### config.mk
export PLATFORM = sky130hd
export DESIGN_NAME = fps_core
export DESIGN_NICKNAME = d
export VERILOG_FILES = /design/src/core/fps_pkg.sv /design/src/core/fps_sync.sv /design/src/core/fps_exec.sv /design/src/core/fps_core.sv
export SDC_FILE = /design/constraint.sdc
export NUM_CORES = 1
export LEC_CHECK = 0
export ABC_AREA = 1
export BUFFER_PORTS_ARGS = -buffer_cell sky130_fd_sc_hd__clkbuf_2
export CAP_MARGIN = 20
export CORE_ASPECT_RATIO = 1.75
export CORE_UTILIZATION = 55
export CTS_CLUSTER_SIZE = 8
export DETAILED_ROUTE_END_ITERATION = 16
export PLACE_DENSITY_LB_ADDON = 0.08
export SLEW_MARGIN = 30
export SYNTH_ARGS = -nofsm -noshare
export SYNTH_HDL_FRONTEND = slang
export SYNTH_SLANG_ARGS = --single-unit
### constraint.sdc
create_clock -name clk -period 2.4 [get_ports clk]
set_input_delay 0.24 -clock clk [delete_from_list [all_inputs] [get_ports clk]]
set_output_delay 0.24 -clock clk [all_outputs]
set_load 0.01 [all_outputs]
### src/core/fps_pkg.sv
// shared constants, types and helpers of the flash protect/status block
package fps_pkg;

    // ----------------------------------------------------------------
    // register map (byte addresses on the apb port)
    // ----------------------------------------------------------------
    localparam logic [7:0] ADDR_PROT = 8'h00;  // protection register
    localparam logic [7:0] ADDR_STAT = 8'h04;  // status register
    localparam logic [7:0] ADDR_CMD = 8'h08;   // command register
    localparam logic [7:0] ADDR_TADDR = 8'h0C; // target array address
    localparam logic [7:0] ADDR_TDATA = 8'h10; // target array data
    localparam logic [7:0] ADDR_ISTAT = 8'h14; // interrupt status, w1c
    localparam logic [7:0] ADDR_IMASK = 8'h18; // interrupt mask
    localparam logic [7:0] ADDR_SEC = 8'h1C;   // security state code

    // ----------------------------------------------------------------
    // field positions and values
    // ----------------------------------------------------------------
    localparam int ST_BEF = 7;    // buffer empty flag
    localparam int ST_CCF = 6;    // command complete flag
    localparam int ST_PVIOL = 5;  // protection violation flag
    localparam int ST_ACCERR = 4; // access error flag
    localparam int ST_BLANK = 2;  // blank flag
    localparam int IRQ_DONE = 0;  // interrupt bit: all commands complete
    localparam int IRQ_PVIOL = 1; // interrupt bit: protection violation
    localparam int IRQ_ACC = 2;   // interrupt bit: access error
    localparam int IRQ_W = 3;     // interrupt register width
    localparam int PAGE_BITS = 9; // 512-byte page
    localparam logic [7:0] PROT_RST = 8'hFF;  // protection off until load
    localparam logic [1:0] SEC_RST = 2'b00;   // secure until load
    localparam logic [1:0] SEC_UNSEC = 2'b10; // unsecured code
    localparam logic [7:0] CMD_RST = 8'h00;

    // ----------------------------------------------------------------
    // command codes
    // ----------------------------------------------------------------
    localparam logic [7:0] CMD_BLANK = 8'h05;
    localparam logic [7:0] CMD_PROG = 8'h20;
    localparam logic [7:0] CMD_BURST = 8'h25;
    localparam logic [7:0] CMD_PAGE = 8'h40;
    localparam logic [7:0] CMD_MASS = 8'h41;

    // ----------------------------------------------------------------
    // operation times (ns) and their cycle counts at 250 MHz
    // ----------------------------------------------------------------
    localparam int CLK_NS = 4;
    localparam int BLANK_NS = 400;
    localparam int PROG_NS = 800;
    localparam int BURST_NS = 400;
    localparam int PAGE_NS = 4000;
    localparam int MASS_NS = 8000;
    localparam int CNT_W = 12;
    // least times, so round up
    localparam logic [CNT_W-1:0] BLANK_CYC = CNT_W'((BLANK_NS+CLK_NS-1)/CLK_NS);
    localparam logic [CNT_W-1:0] PROG_CYC = CNT_W'((PROG_NS+CLK_NS-1)/CLK_NS);
    localparam logic [CNT_W-1:0] BURST_CYC = CNT_W'((BURST_NS+CLK_NS-1)/CLK_NS);
    localparam logic [CNT_W-1:0] PAGE_CYC = CNT_W'((PAGE_NS+CLK_NS-1)/CLK_NS);
    localparam logic [CNT_W-1:0] MASS_CYC = CNT_W'((MASS_NS+CLK_NS-1)/CLK_NS);

    // one command as it travels from buffer to array
    typedef struct packed {
        logic [7:0] code;
        logic [15:0] addr;
        logic [7:0] data;
    } fps_cmd_t;

    // executor states, gray along idle -> run -> done
    typedef enum logic [1:0] {
        EX_IDLE = 2'b00,
        EX_RUN = 2'b01,
        EX_DONE = 2'b11
    } fps_exec_state_t;

    // recognised command code
    function automatic logic isLegal(input logic [7:0] code);
        return code == CMD_BLANK || code == CMD_PROG || code == CMD_BURST
            || code == CMD_PAGE || code == CMD_MASS;
    endfunction : isLegal

    // program or erase, i.e. anything but blank check
    function automatic logic isModify(input logic [7:0] code);
        return isLegal(code) && code != CMD_BLANK;
    endfunction : isModify

    // cycles an operation keeps the array busy
    function automatic logic [CNT_W-1:0] opCycles(input logic [7:0] code);
        case (code)
            CMD_BLANK: return BLANK_CYC;
            CMD_PROG: return PROG_CYC;
            CMD_BURST: return BURST_CYC;
            CMD_PAGE: return PAGE_CYC;
            default: return MASS_CYC;
        endcase
    endfunction : opCycles

endpackage : fps_pkg

### src/core/fps_sync.sv
// two-flop synchroniser for pin-level inputs
`timescale 1ns/1ns
module fps_sync #(
    parameter int W = 1
) (
    clk,
    resetn,
    asyncIn,
    syncOut
);
    input wire logic clk;
    input wire logic resetn;
    input wire logic [W-1:0] asyncIn;
    output logic [W-1:0] syncOut;

    logic [W-1:0] meta_q; // first stage, read only by the second

    // ----------------------------------------------------------------
    // two stages
    // ----------------------------------------------------------------
    always_ff @(posedge clk or negedge resetn) begin
        if (!resetn) begin
            meta_q <= '0;
            syncOut <= '0;
        end else begin
            meta_q <= asyncIn;
            syncOut <= meta_q;
        end
    end
endmodule : fps_sync

### src/core/fps_exec.sv
// array executor: times one command and drives the array strobe
`timescale 1ns/1ns
module fps_exec (
    clk,
    resetn,
    start,
    cmdIn,
    abort,
    arrayBlank,
    busy,
    done,
    blankOk,
    arrayStart,
    arrayCmd
);
    input wire logic clk;
    input wire logic resetn;
    input wire logic start;              // take cmdIn this cycle
    input wire fps_pkg::fps_cmd_t cmdIn;
    input wire logic abort;              // stop mode, drop the operation
    input wire logic arrayBlank;         // synchronised erased indication
    output logic busy;
    output logic done;                   // one-cycle end pulse
    output logic blankOk;                // array read all erased at the end of the operation, any code
    output logic arrayStart;             // one-cycle pulse to the array
    output fps_pkg::fps_cmd_t arrayCmd;  // registered command to array

    fps_pkg::fps_exec_state_t state_q;
    logic [fps_pkg::CNT_W-1:0] cnt_q; // cycles left in the operation

    // ----------------------------------------------------------------
    // sequencing
    // ----------------------------------------------------------------
    always_ff @(posedge clk or negedge resetn) begin
        if (!resetn) begin
            state_q <= fps_pkg::EX_IDLE;
            cnt_q <= '0;
            arrayStart <= 1'b0;
            arrayCmd <= '0;
            blankOk <= 1'b0;
        end else begin
            arrayStart <= 1'b0;
            case (state_q)
                fps_pkg::EX_IDLE: begin
                    if (start) begin
                        state_q <= fps_pkg::EX_RUN;
                        cnt_q <= fps_pkg::opCycles(cmdIn.code);
                        arrayCmd <= cmdIn;
                        arrayStart <= 1'b1;
                    end
                end
                fps_pkg::EX_RUN: begin
                    // abort leaves no result behind
                    if (abort) begin
                        state_q <= fps_pkg::EX_IDLE;
                    end else if (cnt_q == '0 || cnt_q == 1) begin
                        state_q <= fps_pkg::EX_DONE;
                        blankOk <= arrayBlank;
                    end else begin
                        cnt_q <= cnt_q - 1'b1;
                    end
                end
                fps_pkg::EX_DONE: begin
                    state_q <= fps_pkg::EX_IDLE;
                end
                default: begin
                    state_q <= fps_pkg::EX_IDLE;
                end
            endcase
        end
    end

    assign busy = state_q != fps_pkg::EX_IDLE;
    assign done = state_q == fps_pkg::EX_DONE;
endmodule : fps_exec

### src/core/fps_core.sv
// flash protection, status and command registers behind an apb slave
//
// The implementer's own choices: the address map and register access over APB.
`timescale 1ns/1ns

// Functional notes
// - reset loads protection from nonvolatile byte
// - only debug writes change protection register
// - select field bounds unprotected region
// - disable bit turns all protection off
// - status bits 3,1,0 read zero
// - writing one to empty flag launches
// - empty flag shows buffer room, burst only
// - complete flag: idle and buffer empty
// - protected target sets violation, drops command
// - sequence, divider, stop errors set access error
// - blank flag set when array all erased
// - blank, program, burst codes; reads zero
// - page erase and mass erase codes
// - unknown code raises access error
// - good blank check sets unsecured code
module fps_core (
    clk,
    resetn,
    paddr,
    psel,
    penable,
    pwrite,
    pwdata,
    prdata,
    pready,
    pslverr,
    nvProtByte,
    nvSecCode,
    dbgProtWe,
    dbgProtData,
    divInit,
    stopPin,
    arrayBlankPin,
    arrayStart,
    arrayCmd,
    securityCode,
    irq
);
    input wire logic clk;
    input wire logic resetn;
    input wire logic [7:0] paddr;           // byte address
    input wire logic psel;
    input wire logic penable;
    input wire logic pwrite;
    input wire logic [31:0] pwdata;
    output logic [31:0] prdata;
    output logic pready;
    output logic pslverr;
    input wire logic [7:0] nvProtByte;      // nonvolatile protection copy
    input wire logic [1:0] nvSecCode;       // nonvolatile security copy
    input wire logic dbgProtWe;             // background debug write strobe
    input wire logic [7:0] dbgProtData;
    input wire logic divInit;               // clock divider written
    input wire logic stopPin;               // stop mode request, async
    input wire logic arrayBlankPin;         // array reads all erased, async
    output logic arrayStart;
    output fps_pkg::fps_cmd_t arrayCmd;
    output logic [1:0] securityCode;
    output logic irq;

    // ----------------------------------------------------------------
    // declarations
    // ----------------------------------------------------------------
    logic loaded_q;              // nonvolatile copy taken
    logic [7:0] prot_q;          // protection register
    logic [1:0] sec_q;           // security state code
    logic [7:0] cmdCode_q;       // command register
    logic cmdWritten_q;          // code written since last launch
    logic [15:0] taddr_q;        // target address
    logic [7:0] tdata_q;         // target data
    logic bufFull_q;             // buffer holds a launched command
    fps_pkg::fps_cmd_t buf_q;    // the buffered command
    logic pviol_q;
    logic accerr_q;
    logic blank_q;
    logic ccfPrev_q;             // for the completion edge
    logic [fps_pkg::IRQ_W-1:0] irqStat_q;
    logic [fps_pkg::IRQ_W-1:0] irqMask_q;
    logic stopSync;
    logic blankSync;
    logic execBusy;
    logic execDone;
    logic execBlankOk;
    logic busWr;
    logic mapped;
    logic launchWr;              // write of one to the empty flag
    logic launchOk;              // launch accepted into the buffer
    logic launchPviol;
    logic launchAcc;
    logic cmdWrAcc;              // code written while buffer full
    logic stopAcc;               // stop entered mid-command
    logic xfer;                  // buffer to array
    logic ccf;
    logic [fps_pkg::IRQ_W-1:0] irqEv;
    logic [7:0] statRd;

    // ----------------------------------------------------------------
    // pin synchronisers and array executor
    // ----------------------------------------------------------------
    fps_sync #(.W(2)) uSync (
        .clk(clk),
        .resetn(resetn),
        .asyncIn({stopPin, arrayBlankPin}),
        .syncOut({stopSync, blankSync})
    );

    fps_exec uExec (
        .clk(clk),
        .resetn(resetn),
        .start(xfer),
        .cmdIn(buf_q),
        .abort(stopSync),
        .arrayBlank(blankSync),
        .busy(execBusy),
        .done(execDone),
        .blankOk(execBlankOk),
        .arrayStart(arrayStart),
        .arrayCmd(arrayCmd)
    );

    // ----------------------------------------------------------------
    // apb decode: zero wait states
    // ----------------------------------------------------------------
    assign pready = 1'b1;
    assign busWr = psel && penable && pwrite;

    // known addresses
    always_comb begin
        case (paddr)
            fps_pkg::ADDR_PROT, fps_pkg::ADDR_STAT, fps_pkg::ADDR_CMD,
            fps_pkg::ADDR_TADDR, fps_pkg::ADDR_TDATA, fps_pkg::ADDR_ISTAT,
            fps_pkg::ADDR_IMASK, fps_pkg::ADDR_SEC: mapped = 1'b1;
            default: mapped = 1'b0;
        endcase
    end

    // unmapped addresses answer with an error in the access phase
    assign pslverr = psel && penable && !mapped;

    // ----------------------------------------------------------------
    // launch checks
    // ----------------------------------------------------------------
    assign launchWr = busWr && paddr == fps_pkg::ADDR_STAT
        && pwdata[fps_pkg::ST_BEF];

    // access errors, listed in the order they are checked
    always_comb begin
        launchAcc = 1'b0;
        launchPviol = 1'b0;
        if (launchWr) begin
            if (bufFull_q || !cmdWritten_q) begin
                launchAcc = 1'b1;
            end else if (!fps_pkg::isLegal(cmdCode_q)) begin
                launchAcc = 1'b1;
            end else if (fps_pkg::isModify(cmdCode_q) && !divInit) begin
                launchAcc = 1'b1;
            end else if (execBusy && (cmdCode_q != fps_pkg::CMD_BURST
                    || arrayCmd.code != fps_pkg::CMD_BURST)) begin
                // only a burst behind a burst may wait in the buffer
                launchAcc = 1'b1;
            end else if (fps_pkg::isModify(cmdCode_q)
                    && !prot_q[0]
                    && (cmdCode_q == fps_pkg::CMD_MASS
                    || taddr_q[15:fps_pkg::PAGE_BITS] > prot_q[7:1])) begin
                // above the select field end lies the protected block
                launchPviol = 1'b1;
            end
        end
    end

    assign launchOk = launchWr && !launchAcc && !launchPviol;
    assign cmdWrAcc = busWr && paddr == fps_pkg::ADDR_CMD && bufFull_q;
    assign stopAcc = stopSync && (execBusy || bufFull_q);
    // buffered command moves on as soon as the array is free
    assign xfer = bufFull_q && !execBusy && !stopSync;

    // ----------------------------------------------------------------
    // protection and security, loaded once after reset release
    // ----------------------------------------------------------------
    // async reset can only take constants, so the copy is one edge later
    always_ff @(posedge clk or negedge resetn) begin
        if (!resetn) begin
            loaded_q <= 1'b0;
            prot_q <= fps_pkg::PROT_RST;
            sec_q <= fps_pkg::SEC_RST;
        end else begin
            loaded_q <= 1'b1;
            if (!loaded_q) begin
                prot_q <= nvProtByte;
                sec_q <= nvSecCode;
            end else begin
                // apb writes never reach here, only debug ones
                if (dbgProtWe) begin
                    prot_q <= dbgProtData;
                end
                if (execDone && arrayCmd.code == fps_pkg::CMD_BLANK
                        && execBlankOk) begin
                    sec_q <= fps_pkg::SEC_UNSEC;
                end
            end
        end
    end

    // ----------------------------------------------------------------
    // command, address and data registers
    // ----------------------------------------------------------------
    always_ff @(posedge clk or negedge resetn) begin
        if (!resetn) begin
            cmdCode_q <= fps_pkg::CMD_RST;
            cmdWritten_q <= 1'b0;
            taddr_q <= '0;
            tdata_q <= '0;
        end else begin
            if (busWr && paddr == fps_pkg::ADDR_TADDR) begin
                taddr_q <= pwdata[15:0];
            end
            if (busWr && paddr == fps_pkg::ADDR_TDATA) begin
                tdata_q <= pwdata[7:0];
            end
            if (busWr && paddr == fps_pkg::ADDR_CMD && !bufFull_q) begin
                // codes and are checked at launch
                cmdCode_q <= pwdata[7:0];
                cmdWritten_q <= 1'b1;
            end else if (launchWr) begin
                cmdWritten_q <= 1'b0; // a new sequence must start over
            end
        end
    end

    // ----------------------------------------------------------------
    // command buffer
    // ----------------------------------------------------------------
    always_ff @(posedge clk or negedge resetn) begin
        if (!resetn) begin
            bufFull_q <= 1'b0;
            buf_q <= '0;
        end else begin
            if (launchOk) begin
                bufFull_q <= 1'b1;
                buf_q <= '{code: cmdCode_q, addr: taddr_q, data: tdata_q};
            end else if (xfer || stopAcc) begin
                bufFull_q <= 1'b0;
            end
        end
    end

    // ----------------------------------------------------------------
    // error and blank flags; hardware set wins over clear
    // ----------------------------------------------------------------
    always_ff @(posedge clk or negedge resetn) begin
        if (!resetn) begin
            pviol_q <= 1'b0;
            accerr_q <= 1'b0;
            blank_q <= 1'b0;
        end else begin
            if (launchPviol) begin
                pviol_q <= 1'b1;
            end else if (busWr && paddr == fps_pkg::ADDR_STAT
                    && pwdata[fps_pkg::ST_PVIOL]) begin
                pviol_q <= 1'b0;
            end
            if (launchAcc || cmdWrAcc || stopAcc) begin
                accerr_q <= 1'b1;
            end else if (busWr && paddr == fps_pkg::ADDR_STAT
                    && pwdata[fps_pkg::ST_ACCERR]) begin
                accerr_q <= 1'b0;
            end
            // only a blank check result or an accepted launch changes the blank flag
            if (execDone && arrayCmd.code == fps_pkg::CMD_BLANK) begin
                blank_q <= execBlankOk;
            end else if (launchOk) begin
                blank_q <= 1'b0;
            end
        end
    end

    assign ccf = !bufFull_q && !execBusy;

    // ----------------------------------------------------------------
    // interrupts: sticky status, w1c, mask gates one level output
    // ----------------------------------------------------------------
    assign irqEv = {launchAcc || cmdWrAcc || stopAcc, launchPviol,
        ccf && !ccfPrev_q};

    always_ff @(posedge clk or negedge resetn) begin
        if (!resetn) begin
            ccfPrev_q <= 1'b1;
            irqStat_q <= '0;
            irqMask_q <= '0;
        end else begin
            ccfPrev_q <= ccf;
            // an event in the clear cycle stays set
            if (busWr && paddr == fps_pkg::ADDR_ISTAT) begin
                irqStat_q <= (irqStat_q & ~pwdata[fps_pkg::IRQ_W-1:0])
                    | irqEv;
            end else begin
                irqStat_q <= irqStat_q | irqEv;
            end
            if (busWr && paddr == fps_pkg::ADDR_IMASK) begin
                irqMask_q <= pwdata[fps_pkg::IRQ_W-1:0];
            end
        end
    end

    // ----------------------------------------------------------------
    // read data and outputs
    // ----------------------------------------------------------------
    always_comb begin
        statRd = '0;
        statRd[fps_pkg::ST_BEF] = !bufFull_q;
        statRd[fps_pkg::ST_CCF] = ccf;
        statRd[fps_pkg::ST_PVIOL] = pviol_q;
        statRd[fps_pkg::ST_ACCERR] = accerr_q;
        statRd[fps_pkg::ST_BLANK] = blank_q;
    end

    // read data registered in the setup cycle, valid in the access phase
    always_ff @(posedge clk or negedge resetn) begin
        if (!resetn) begin
            prdata <= '0;
        end else if (psel && !penable && !pwrite) begin
            case (paddr)
                fps_pkg::ADDR_PROT: prdata <= {24'h000000, prot_q};
                fps_pkg::ADDR_STAT: prdata <= {24'h000000, statRd};
                fps_pkg::ADDR_TADDR: prdata <= {16'h0000, taddr_q};
                fps_pkg::ADDR_TDATA: prdata <= {24'h000000, tdata_q};
                fps_pkg::ADDR_ISTAT: prdata <= {29'h00000000, irqStat_q};
                fps_pkg::ADDR_IMASK: prdata <= {29'h00000000, irqMask_q};
                fps_pkg::ADDR_SEC: prdata <= {30'h00000000, sec_q};
                // command register reads zero, like unmapped ones
                default: prdata <= '0;
            endcase
        end
    end

    assign securityCode = sec_q;
    assign irq = |(irqStat_q & irqMask_q);
endmodule : fps_core

Word-level counts from Yosys, hierarchy flattened
Memories as Yosys holds them, arrays and structs flattened.
Index checks and enable logic that the tools add are counted.
Storage, ports and cells
  register bits: 171
  memory bits (read-only): 32
  input port bits: 67
  output and inout bits: 70
  logic and storage cells: 175
  memories kept: 1
Memory list
  (no name shown): depth 32, bits a word 1, rd ports 1, clocked after Yosys merged registers in 0, write ports 0, line fps_core.sv:135  | case (paddr)
Cells by class
  $add $sub $neg: 1
  order comparisons: 1
  equal/unequal tests: 29
  multiplexer cells: 39
  bitwise operators: 6
  reductions and logical operators: 71
Operators with widths (count)
  one-hot mux 16 bit (7 select lines): 1
  two-way mux 12 bit: 3
  one-hot mux 11 bit (3 select lines): 1
  == test 8 x 3 -> 1 bit (second input constant): 4
  == test 8 x 5 -> 1 bit (second input constant): 4
  == test 8 x 6 -> 1 bit (second input constant): 4
  logical AND 1 bit: 30
  == test 8 x 7 -> 1 bit (second input constant): 3
  two-way mux 1 bit: 24
  one-hot mux 12 bit (2 select lines): 1
  == test 8 x 4 -> 1 bit (second input constant): 2
  two-way mux 8 bit: 2
  != test 8 x 6 -> 1 bit (second input constant): 2
  nonzero test 2 bit: 7
  == test 12 x 1 -> 1 bit (second input constant): 1
  logical NOT 1 bit: 12
  logical NOT 12 bit: 1
  logical OR 1 bit: 12
  subtractor 12 x 1 -> 12 bit (second input constant): 1
  two-way mux 2 bit: 5
  logical NOT 8 bit: 1
  != test 2 bit (second input constant): 4
  != test 8 x 3 -> 1 bit (second input constant): 1
  > comparator 7 bit: 1
  other kinds (17): 20

Longest topological paths before layout
Gate-level depths: netlist (run 1).
  depth after elaboration: 18
  mapped depth: 13
  mapped depth without buffers: 12

By module
A second synthesis (run 1) with hierarchy kept.
Unflattened totals
  cells, all modules: 914
  area, all modules: 7504.7 sq um
By module, submodules not included
  fps_core: instances 1, cells each 608, area each 5082.4 sq um, sequential area each 2588.7 sq um
  fps_exec: instances 1, cells each 302, area each 2322.2 sq um, sequential area each 1201.2 sq um
  fps_sync: instances 1, cells each 4, area each 100.1 sq um, sequential area each 100.1 sq um

Worst setup path after synthesis (run 1)
OpenSTA, ideal clock, no wires.
  path type: register -> register
  start: reg prot_q[3]
  end: reg irqStat_q[1] (netlist name)
  library setup time: 0.066 ns
  arrival: 1.768 ns
  required time: 2.334 ns
  setup slack: 0.566 ns
  cell stages (with the launch flop): 12
  path buffers: 1
  clock period less this slack: 1.834 ns
  path through: dfstp_2 -> inv_1 -> ha_1 -> nand2_1 -> o21ai_0 -> nand2_1 -> nand2_1 -> a21oi_1 -> nor2_2 -> buf_2 -> nand4_1 -> nand2_1
Between the ends
  longest elaborated chain between the ends: 11
  elaborated cells between the ends (all ways): 12
  those cells by class: 1 x order compare; 7 x mux; 2 x bitwise; 2 x reduce/logical
Ends and longest elaborated chain
  start: declaration: line fps_core.sv:71  | logic [7:0] prot_q;
  start signal: assignment: line fps_core.sv:190  | prot_q <= fps_pkg::PROT_RST;
  start signal: assignment: line fps_core.sv:195  | prot_q <= nvProtByte;
  start signal: assignment: line fps_core.sv:200  | prot_q <= dbgProtData;
  > comparator 7 bit (*): line fps_core.sv:170  | || taddr_q[15:fps_pkg::PAGE_BITS] > prot_q[7:1])) begin
  logical OR 1 bit (*): line fps_core.sv:170
  logical AND 1 bit (*): line fps_core.sv:169  | && (cmdCode_q == fps_pkg::CMD_MASS
  two-way mux 1 bit (*): line fps_core.sv:167  | end else if (fps_pkg::isModify(cmdCode_q)
  two-way mux 1 bit (*): line fps_core.sv:163  | end else if (execBusy && (cmdCode_q != fps_pkg::CMD_BURST
  two-way mux 1 bit (*): line fps_core.sv:161  | end else if (fps_pkg::isModify(cmdCode_q) && !divInit) begin
  two-way mux 1 bit (*): line fps_core.sv:159  | end else if (!fps_pkg::isLegal(cmdCode_q)) begin
  two-way mux 1 bit (*): line fps_core.sv:157  | if (bufFull_q || !cmdWritten_q) begin
  two-way mux 1 bit (*): line fps_core.sv:156  | if (launchWr) begin
  OR 3 bit, on equally long branches: line fps_core.sv:303, fps_core.sv:301
  two-way mux 3 bit (*): line fps_core.sv:299  | if (busWr && paddr == fps_pkg::ADDR_ISTAT) begin
  end signal: assignment: line fps_core.sv:300  | irqStat_q <= (irqStat_q & ~pwdata[fps_pkg::IRQ_W-1:0])
  end signal: assignment: line fps_core.sv:303  | irqStat_q <= irqStat_q | irqEv;
  end: declaration: line fps_core.sv:83  | logic [fps_pkg::IRQ_W-1:0] irqStat_q;
Every way passes the cells marked *; elsewhere a longest branch is shown, timed or not.
A chain may end at the register's enable or synchronous reset.

Worst setup path in the final report (run 1)
  start: reg uExec.cnt_q[0] (netlist name)
  end: reg uExec.cnt_q[0] (netlist name)
Between the ends
  longest elaborated chain between the ends: 4
  elaborated cells between the ends (all ways): 9
  those cells by class: 1 x add/sub; 2 x eq/ne; 3 x mux; 3 x reduce/logical
Ends and longest elaborated chain
  start: declaration: line fps_exec.sv:29  | logic [fps_pkg::CNT_W-1:0] cnt_q;
  start signal: assignment: line fps_exec.sv:47  | cnt_q <= fps_pkg::opCycles(cmdIn.code);
  start signal: assignment: line fps_exec.sv:60  | cnt_q <= cnt_q - 1'b1;
  subtractor 12 x 1 -> 12 bit, or another cell as far along: line fps_exec.sv:60
  two-way mux 12 bit / logical OR 1 bit (equally long branches): line fps_exec.sv:56  | end else if (cnt_q == '0 || cnt_q == 1) begin
  two-way mux 12 bit / != test 2 bit (equally long branches)
  one-hot mux 12 bit (2 select lines) / AND reduction 4 bit (equally long branches)
Parallel ways exist; a longest one is shown, timed or not. The select of a mux whose other input is x is not followed.

==> flow_summary_export.csv, run 1 <==
group,metric,value,unit
clock_network,clk_pin_slew_worst_paths,0.06,ns
clock_network,clock_insertion_delay_worst_skew,0.42,ns
critical_path,cp-end-kind,"register",
power_and_ir_drop,power.switching,1.387,mW
grt,first_global_vias,6105,
critical_path,crit_required,2.70,ns
route,drt_pass1_iterations,5,
clock_network,tritoncts_clock_tree,"built",
clock_network,numClockSinks,155,
clock_network,htreeDepth,4,
critical_path,worst_path_max_delay_cell,"sky130_fd_sc_hd__dfrtp_1",
route,post_drt_via_cell_ratio,5.248,
route,drt_iter0_markers,370,
power_and_ir_drop,power_per_cell_area,649.2,nW/um2
timing,fin_crit_sh,91.20,%
timing,max_freq,0.4569,GHz
critical_path,cp_endpoint,"uExec.cnt_q[0]",
critical_path,cp_num_cells,10,
timing,final_period_minus_worst_setup_slack,2.189,ns
die,core_region_area,12940,um2
critical_path,timing_worst_setup_path_type,"register to register",
power_and_ir_drop,p_seq_share,49.1,%
timing,totalNegativeSetupSlack,0,ns
timing,clock-skew-final,0.009316,ns
power_and_ir_drop,cellLeakagePower,4.302,nW
die,start_util,56.43,%
synth,synth_ff_type,"sky130_fd_sc_hd__dfrtp_1",
die,num_rows,55,
final_layout,instances_no_fill,1158,
status,status,"finished clean",
power_and_ir_drop,portion_of_total_power_attributed_to_the_clock_network,45.1,%
synth,yosys_warnings,0,
run,max_cap_violations,0,
die,floorplan.die.width,89.10,um
critical_path,start_kind,"register",
worst_hold_path,hold_start,"pwdata[9]",
route,vias,6077,
synth,yosys.area.top_type_share,50.04,%
grt,grt_antenna_before_repair,0,
worst_hold_path,holdCritPathClass,"input port to register",
timing,rsz0062_at_grt,"false",
power_and_ir_drop,power.ir.vdd_worst,617.6,uV
clock_network,clock_tree.root_cell,"sky130_fd_sc_hd__clkbuf_16",
die,die-area,13760,um2
final_layout,fillCellCount,1138,
power_and_ir_drop,finalPower,5.541,mW
placed_design,buffer_ports.inserted,103,
critical_path,flop_to_flop_setup_slack,0.21,ns
critical_path,worst_ep_arrival_time,2.48,ns
synth,synthDominantAreaCellType,"sky130_fd_sc_hd__dfrtp_1",
critical_path,crit_path_frequent_cell,"sky130_fd_sc_hd__nand2_1",
die,top_level_ports,137,
critical_path,rr_worst_depth,10,
critical_path,crit_start,"uExec.cnt_q[0]",
final_layout,layout-drive-gt1-share,18.64,%
timing,total_setup_violations_reported_at_the_end_of_the_flow,0,
clock_network,clockBufferDepth,2,
final_layout,multiInputGateArea,2799,um2
critical_path,critical_path.cell_chain,"inv_1 -> ha_1 -> nand2_1 -> nor2_1 -> o21ai_0 -> nand2_1 -> nand2_2 -> inv_1 -> nand2_1 -> o21ai_0",
placed_design,place_inst,1123,
synth,yosysSeqAreaShare,53.28,%
route,drt.antenna.violating_nets,0,
final_layout,antenna_cells,0,
synth,yosysUniqueCellTypes,42,
timing,final_slew_viol_count,0,
critical_path,critPathMaxFanout,18,
timing,slew-limit-headroom,56.84,%
grt,grt_usage,27.55,%
synth,number_of_synthesized_flops_with_an_enable_pin,0,
route,wire_per_inst,15.27,um
synth,asyncSetResetFlopFracSynth,100.0,%
placed_design,place_congestion,0.9577,
power_and_ir_drop,power_report.internal_total,4.154,mW
clock_network,numCtsBuffers,17,
critical_path,crit_path_buf_inv_count,2,
final_layout,area_delta_synth_final,16.90,%
power_and_ir_drop,sw_frac_of_total,25.02,%
synth,yosys-top-cells-area,"sky130_fd_sc_hd__dfrtp_1 50%, sky130_fd_sc_hd__nand2_1 13%, sky130_fd_sc_hd__o21ai_0 6.3%",
timing,max_slew.worst_pin.slew,0.6456,ns
final_layout,layout.core_utilization,65.97,%
placed_design,place.detailed.hpwl,13320,um
power_and_ir_drop,pwr-share-comb,5.7,%
die,die_h,154.4,um
critical_path,slowest_delay,0.40,ns
synth,ys_seq_elements,155,
critical_path,critical-path-top-delay-family,"simple AND/OR/NAND/NOR gates",
timing,report.final.hold_viol_count,0,
route,drt_wl_total,17680,um
grt,grt_overflow_total,0,
grt,grt_first_pass_wirelength,28780,um
critical_path,worstReg2RegEnd,"uExec.cnt_q[0]",
final_layout,area.sequential,3890,um2
synth,syn_area_cell,8.440,um2
final_layout,final_nets,1050,
grt,grt_max_degree,68,
synth,synth.cell_area,7301,um2
clock_network,cts_resized,0,
route,drc,0,
synth,synthesis.instances,865,
critical_path,crit-reg2reg-launch,"uExec.cnt_q[0]",
## flip-flops by register name, summed over array words and instances, names as in the netlist, 3 cells and up
name,cells
taddr_q,16
irqMask_q,3
prot_q,8
prdata,16
tdata_q,8
uExec.cnt_q,12
cmdCode_q,8
buf_q,32
irqStat_q,3
uExec.arrayCmd,32
## layer usage
metal  GRT usage (%)  up-vias  wire length, um
met2           47.22      174             9137
met1           31.62     2893             7017
met4           16.18        0              910
met5               0        -                0
met3           4.429       58              612
li1                -     2952                -
## how the worst min path moves through the flow
| stage | to | slack (ns) | cells past startpoint |
|---|---|---|---|
| after floorplan | accerr_q | -0.06 | 0 |
| after global placement | buf_q[30] | 0.21 | 1 |
| after detailed placement | buf_q[31] | 0.21 | 1 |
| after CTS | taddr_q[9] | 0.02 | 2 |
| after global routing | taddr_q[9] | 0.04 | 2 |
| final | taddr_q[9] | 0.03 | 2 |
## layout by cell type, fill, tap and decap left out, types with 4 or more instances in the layout
cell                          n
sky130_fd_sc_hd__o21ai_0     92
sky130_fd_sc_hd__dfrtp_1    146
sky130_fd_sc_hd__nand2_2      5
sky130_fd_sc_hd__buf_4       11
sky130_fd_sc_hd__o21bai_1    29
sky130_fd_sc_hd__o21ai_1      8
sky130_fd_sc_hd__inv_6        5
sky130_fd_sc_hd__nor3_1      10
sky130_fd_sc_hd__mux2_1       4
sky130_fd_sc_hd__nand3_1     38
sky130_fd_sc_hd__conb_1      18
sky130_fd_sc_hd__inv_2        6
sky130_fd_sc_hd__ha_1         9
sky130_fd_sc_hd__nand4_1      9
sky130_fd_sc_hd__dfstp_2      9
sky130_fd_sc_hd__inv_1      101
sky130_fd_sc_hd__o211ai_1    10
sky130_fd_sc_hd__nand2_1    250
sky130_fd_sc_hd__nor2_1      51
sky130_fd_sc_hd__mux2_2       4
sky130_fd_sc_hd__clkbuf_2   102
sky130_fd_sc_hd__clkbuf_16   17
sky130_fd_sc_hd__a21oi_1      8
## kinds of logic (layout without fill, tap and decap cells)
logic type                 Yosys count  count (layout)  synth area share (%)
and+or+nand+nor                    378             378                 21.87
AOI/OAI and AO/OA                  158             158                 12.49
DFF                                155             155                 53.28
buffers and inverters              153             259                 9.237
adders and majority gates            9               9                 1.542
muxes                                8               8                 1.234
other                                2              18                0.1029
xor gates and xnor gates             2               2                0.2400
## layout make-up
type | count | area share, %
timing repair buffer | 119 | 7.902
multi-input combinational | 573 | 32.80
clock buffer | 19 | 5.190
inverter | 108 | 4.750
clock inverter | 13 | 1.275
sequential | 155 | 45.58
tap | 171 | 2.507
## metrics by stage
| step | setup WS (ns) | hold WS (ns) | area [um2] |
|---|---|---|---|
| global placement | 0.2425 | 0.2079 | 7953 |
| global route | 0.02208 | 0.04370 | 8534 |
| detailed placement | 0.2240 | 0.2089 | 7953 |
| finish | 0.2113 | 0.03046 | 8534 |
| CTS | 0.1932 | 0.02398 | 8534 |
| floorplan | 0.5656 | -0.05559 | 7361 |
## cells in the mapped netlist, drive strengths merged (3+ instances only)
cell and instances:
ha 9, inv 107, nor2 56, o21bai 29, o22ai 3, or2 3, dfstp 9, clkbuf 16
o21ai 100, buf 29, nand4 9, nor3 14, o211ai 10, a21oi 8, mux2 8, dfrtp 146
a31oi 3, nand2 255, nand3 39
## power groups by stage
stage	registers (mW)	clock network, mW	logic [mW]
2_1_floorplan	2.75	0	0.179
3_3_place_gp	2.76	0	0.302
3_5_place_dp	2.77	0	0.314
4_1_cts	2.72	2.53	0.321
5_1_grt	2.72	2.64	0.360
6_report	2.72	2.50	0.318
## timing repair
| action | in CTS | in global routing |
|---|---|---|
| buffers inserted | 0 | 0 |
| hold buffers | 3 | 0 |
| hold endpoints to repair | 38 | 0 |
Note: power is estimated with default switching activity, not from simulation.
==> run 2, diff against run 1 <==
==> constraint.sdc (replaced) <==
create_clock -name clk -period 2.7 [get_ports clk]
set_input_delay 0.27 -clock clk [delete_from_list [all_inputs] [get_ports clk]]
set_output_delay 0.27 -clock clk [all_outputs]
set_load 0.01 [all_outputs]
==> run 2 against run 1 <==
Against the previous run: sequential cell count stayed put; die area unchanged; global-route usage increased by 0.11 points; critical endpoint is now buf_q[19]; largest power group unchanged.
==> flow_summary_export.csv, run 2 (same netlist as run 1, synthesis figures left out) <==
group,metric,value,unit
placed_design,buffer_ports.inserted,103,
timing,clock-skew-final,0.01563,ns
route,wire_per_inst,15.30,um
critical_path,timing_worst_setup_path_type,"register to register",
clock_network,tritoncts_clock_tree,"built",
clock_network,clock_tree.root_cell,"sky130_fd_sc_hd__clkbuf_16",
die,die_h,154.4,um
route,vias,6044,
grt,grt_max_degree,56,
critical_path,crit_required,3.00,ns
timing,final_period_minus_worst_setup_slack,2.333,ns
status,status,"finished clean",
final_layout,largest_registers,"buf_q: 32 flops, uExec.arrayCmd: 32 flops",
placed_design,place_inst,1119,
critical_path,worst_ep_arrival_time,2.63,ns
final_layout,fillCellCount,1149,
critical_path,cp-end-kind,"register",
final_layout,antenna_cells,0,
route,drt_iter0_markers,255,
final_layout,mostFrequentLayoutCells,"250 x sky130_fd_sc_hd__nand2_1, 146 x sky130_fd_sc_hd__dfrtp_1, 102 x sky130_fd_sc_hd__clkbuf_2",
final_layout,instances_no_fill,1154,
final_layout,area_delta_synth_final,16.95,%
route,drc,0,
clock_network,clockBufferDepth,2,
placed_design,place.detailed.hpwl,13250,um
clock_network,htreeDepth,4,
run,max_cap_violations,0,
die,core_region_area,12940,um2
timing,slew-limit-headroom,59.33,%
final_layout,area.sequential,3890,um2
placed_design,place_ws,0.3943,ns
critical_path,start_kind,"register",
grt,grt_overflow_total,0,
worst_hold_path,holdCritPathClass,"input port to register",
grt,grt_first_pass_wirelength,28710,um
clock_network,clk_pin_slew_worst_paths,0.07,ns
clock_network,clock_insertion_delay_worst_skew,0.42,ns
final_layout,multiInputGateArea,2799,um2
timing,total_setup_violations_reported_at_the_end_of_the_flow,0,
power_and_ir_drop,power.ir.vdd_worst,360.2,uV
clock_network,numCtsBuffers,17,
die,top_level_ports,137,
timing,fin_crit_sh,86.42,%
route,drt_pass1_iterations,5,
die,start_util,56.43,%
timing,rsz0062_at_grt,"false",
timing,finalWorstSetupSlack,0.3668,ns
route,post_drt_via_cell_ratio,5.237,
timing,report.final.hold_viol_count,0,
die,floorplan.die.width,89.10,um
die,num_rows,55,
timing,holdWs,0.05734,ns
critical_path,critPathMaxFanout,32,
grt,first_global_vias,5978,
timing,max_freq,0.4286,GHz
grt,grt_antenna_before_repair,0,
die,die-area,13760,um2
final_layout,layout-drive-gt1-share,18.31,%
timing,totalNegativeSetupSlack,0,ns
route,drt.antenna.violating_nets,0,
clock_network,cts_resized,0,
power_and_ir_drop,cellLeakagePower,4.293,nW
placed_design,place_congestion,0.9619,
power_and_ir_drop,power_per_cell_area,587.1,nW/um2
clock_network,numClockSinks,155,
route,drt_wl_total,17660,um
timing,max_slew.worst_pin.slew,0.6084,ns
timing,final_slew_viol_count,0,
final_layout,layout.cells.most_common,"sky130_fd_sc_hd__nand2_1",
grt,grt_usage,27.66,%
final_layout,final_nets,1046,
[run 2: repair_timing]
| action | in CTS | in global routing |
|---|---|---|
| setup buffers | 0 | 0 |
| endpoints found under the hold margin | 52 | 0 |
| setup endpoints to repair | 0 | 0 |
| hold buffers | 3 | 0 |
[run 2: stage by stage]
| step | power, mW | instance area, um2 | utilization (%) |
|---|---|---|---|
| floorplan | 2.605 | 7361 | - |
| global placement | 2.725 | 7935 | 61.33 |
| detailed placement | 2.735 | 7935 | 61.33 |
| CTS | 5.041 | 8538 | 66.00 |
| global route | 5.187 | 8538 | 66.00 |
| finish | 5.013 | 8538 | 66.00 |
[run 2: power breakdown]
part | internal, mW | switching (mW)
logic | 0.0918 | 0.186
registers | 2.38 | 0.0419
clock network | 1.32 | 1.00
total | 3.78 | 1.23
[run 2: layout make-up]
class	instances	share of cell area [%]
Clock inverter	13	1.524
Inverter	108	4.748
Sequential cell	155	45.56
Clock buffer	19	5.188
Timing Repair Buffer	115	7.693
Tap cell	171	2.506
Multi-Input combinational cell	573	32.78
[run 2: path summary, 6_finish.rpt]
check | slack [ns] | from | end | cells after the start
max in group asynchronous | 1.53 | resetn | buf_q[2] | 3
worst max register to register | 0.37 | prot_q[5] | buf_q[19] | 12
min in group asynchronous | 0.38 | resetn | uExec.cnt_q[4] | 2
worst min register to register | 0.36 | uSync.meta_q[0] | uSync.syncOut[0] | 0
worst max-delay path | 0.37 | prot_q[5] | buf_q[19] | 12
worst min-delay path | 0.06 | nvSecCode[0] | securityCode[0] | 3
[run 2: routing by layer]
metal  global-route usage, %  share of wire [%]  vias to the layer above
li1                        -                  -                     2953
met1                   32.25                 39                     2899
met2                   48.31                 54                      154
met3                   4.909                2.9                       38
met4                   12.62                4.0                        0
met5                       0                  0                        -
[run 2: critical path: stages, from the launching register on]
cell and delay, ns:
sky130_fd_sc_hd__dfstp_2 0.54, sky130_fd_sc_hd__inv_1 0.06, sky130_fd_sc_hd__ha_1 0.29, sky130_fd_sc_hd__nand2_1 0.07, sky130_fd_sc_hd__nor2_1 0.16, sky130_fd_sc_hd__nand2_1 0.08, sky130_fd_sc_hd__nand2_1 0.06, sky130_fd_sc_hd__a21oi_1 0.11
sky130_fd_sc_hd__nor2_2 0.44, sky130_fd_sc_hd__nor2_4 0.09, sky130_fd_sc_hd__buf_12 0.18, sky130_fd_sc_hd__nand2_1 0.08, sky130_fd_sc_hd__nand2_1 0.06
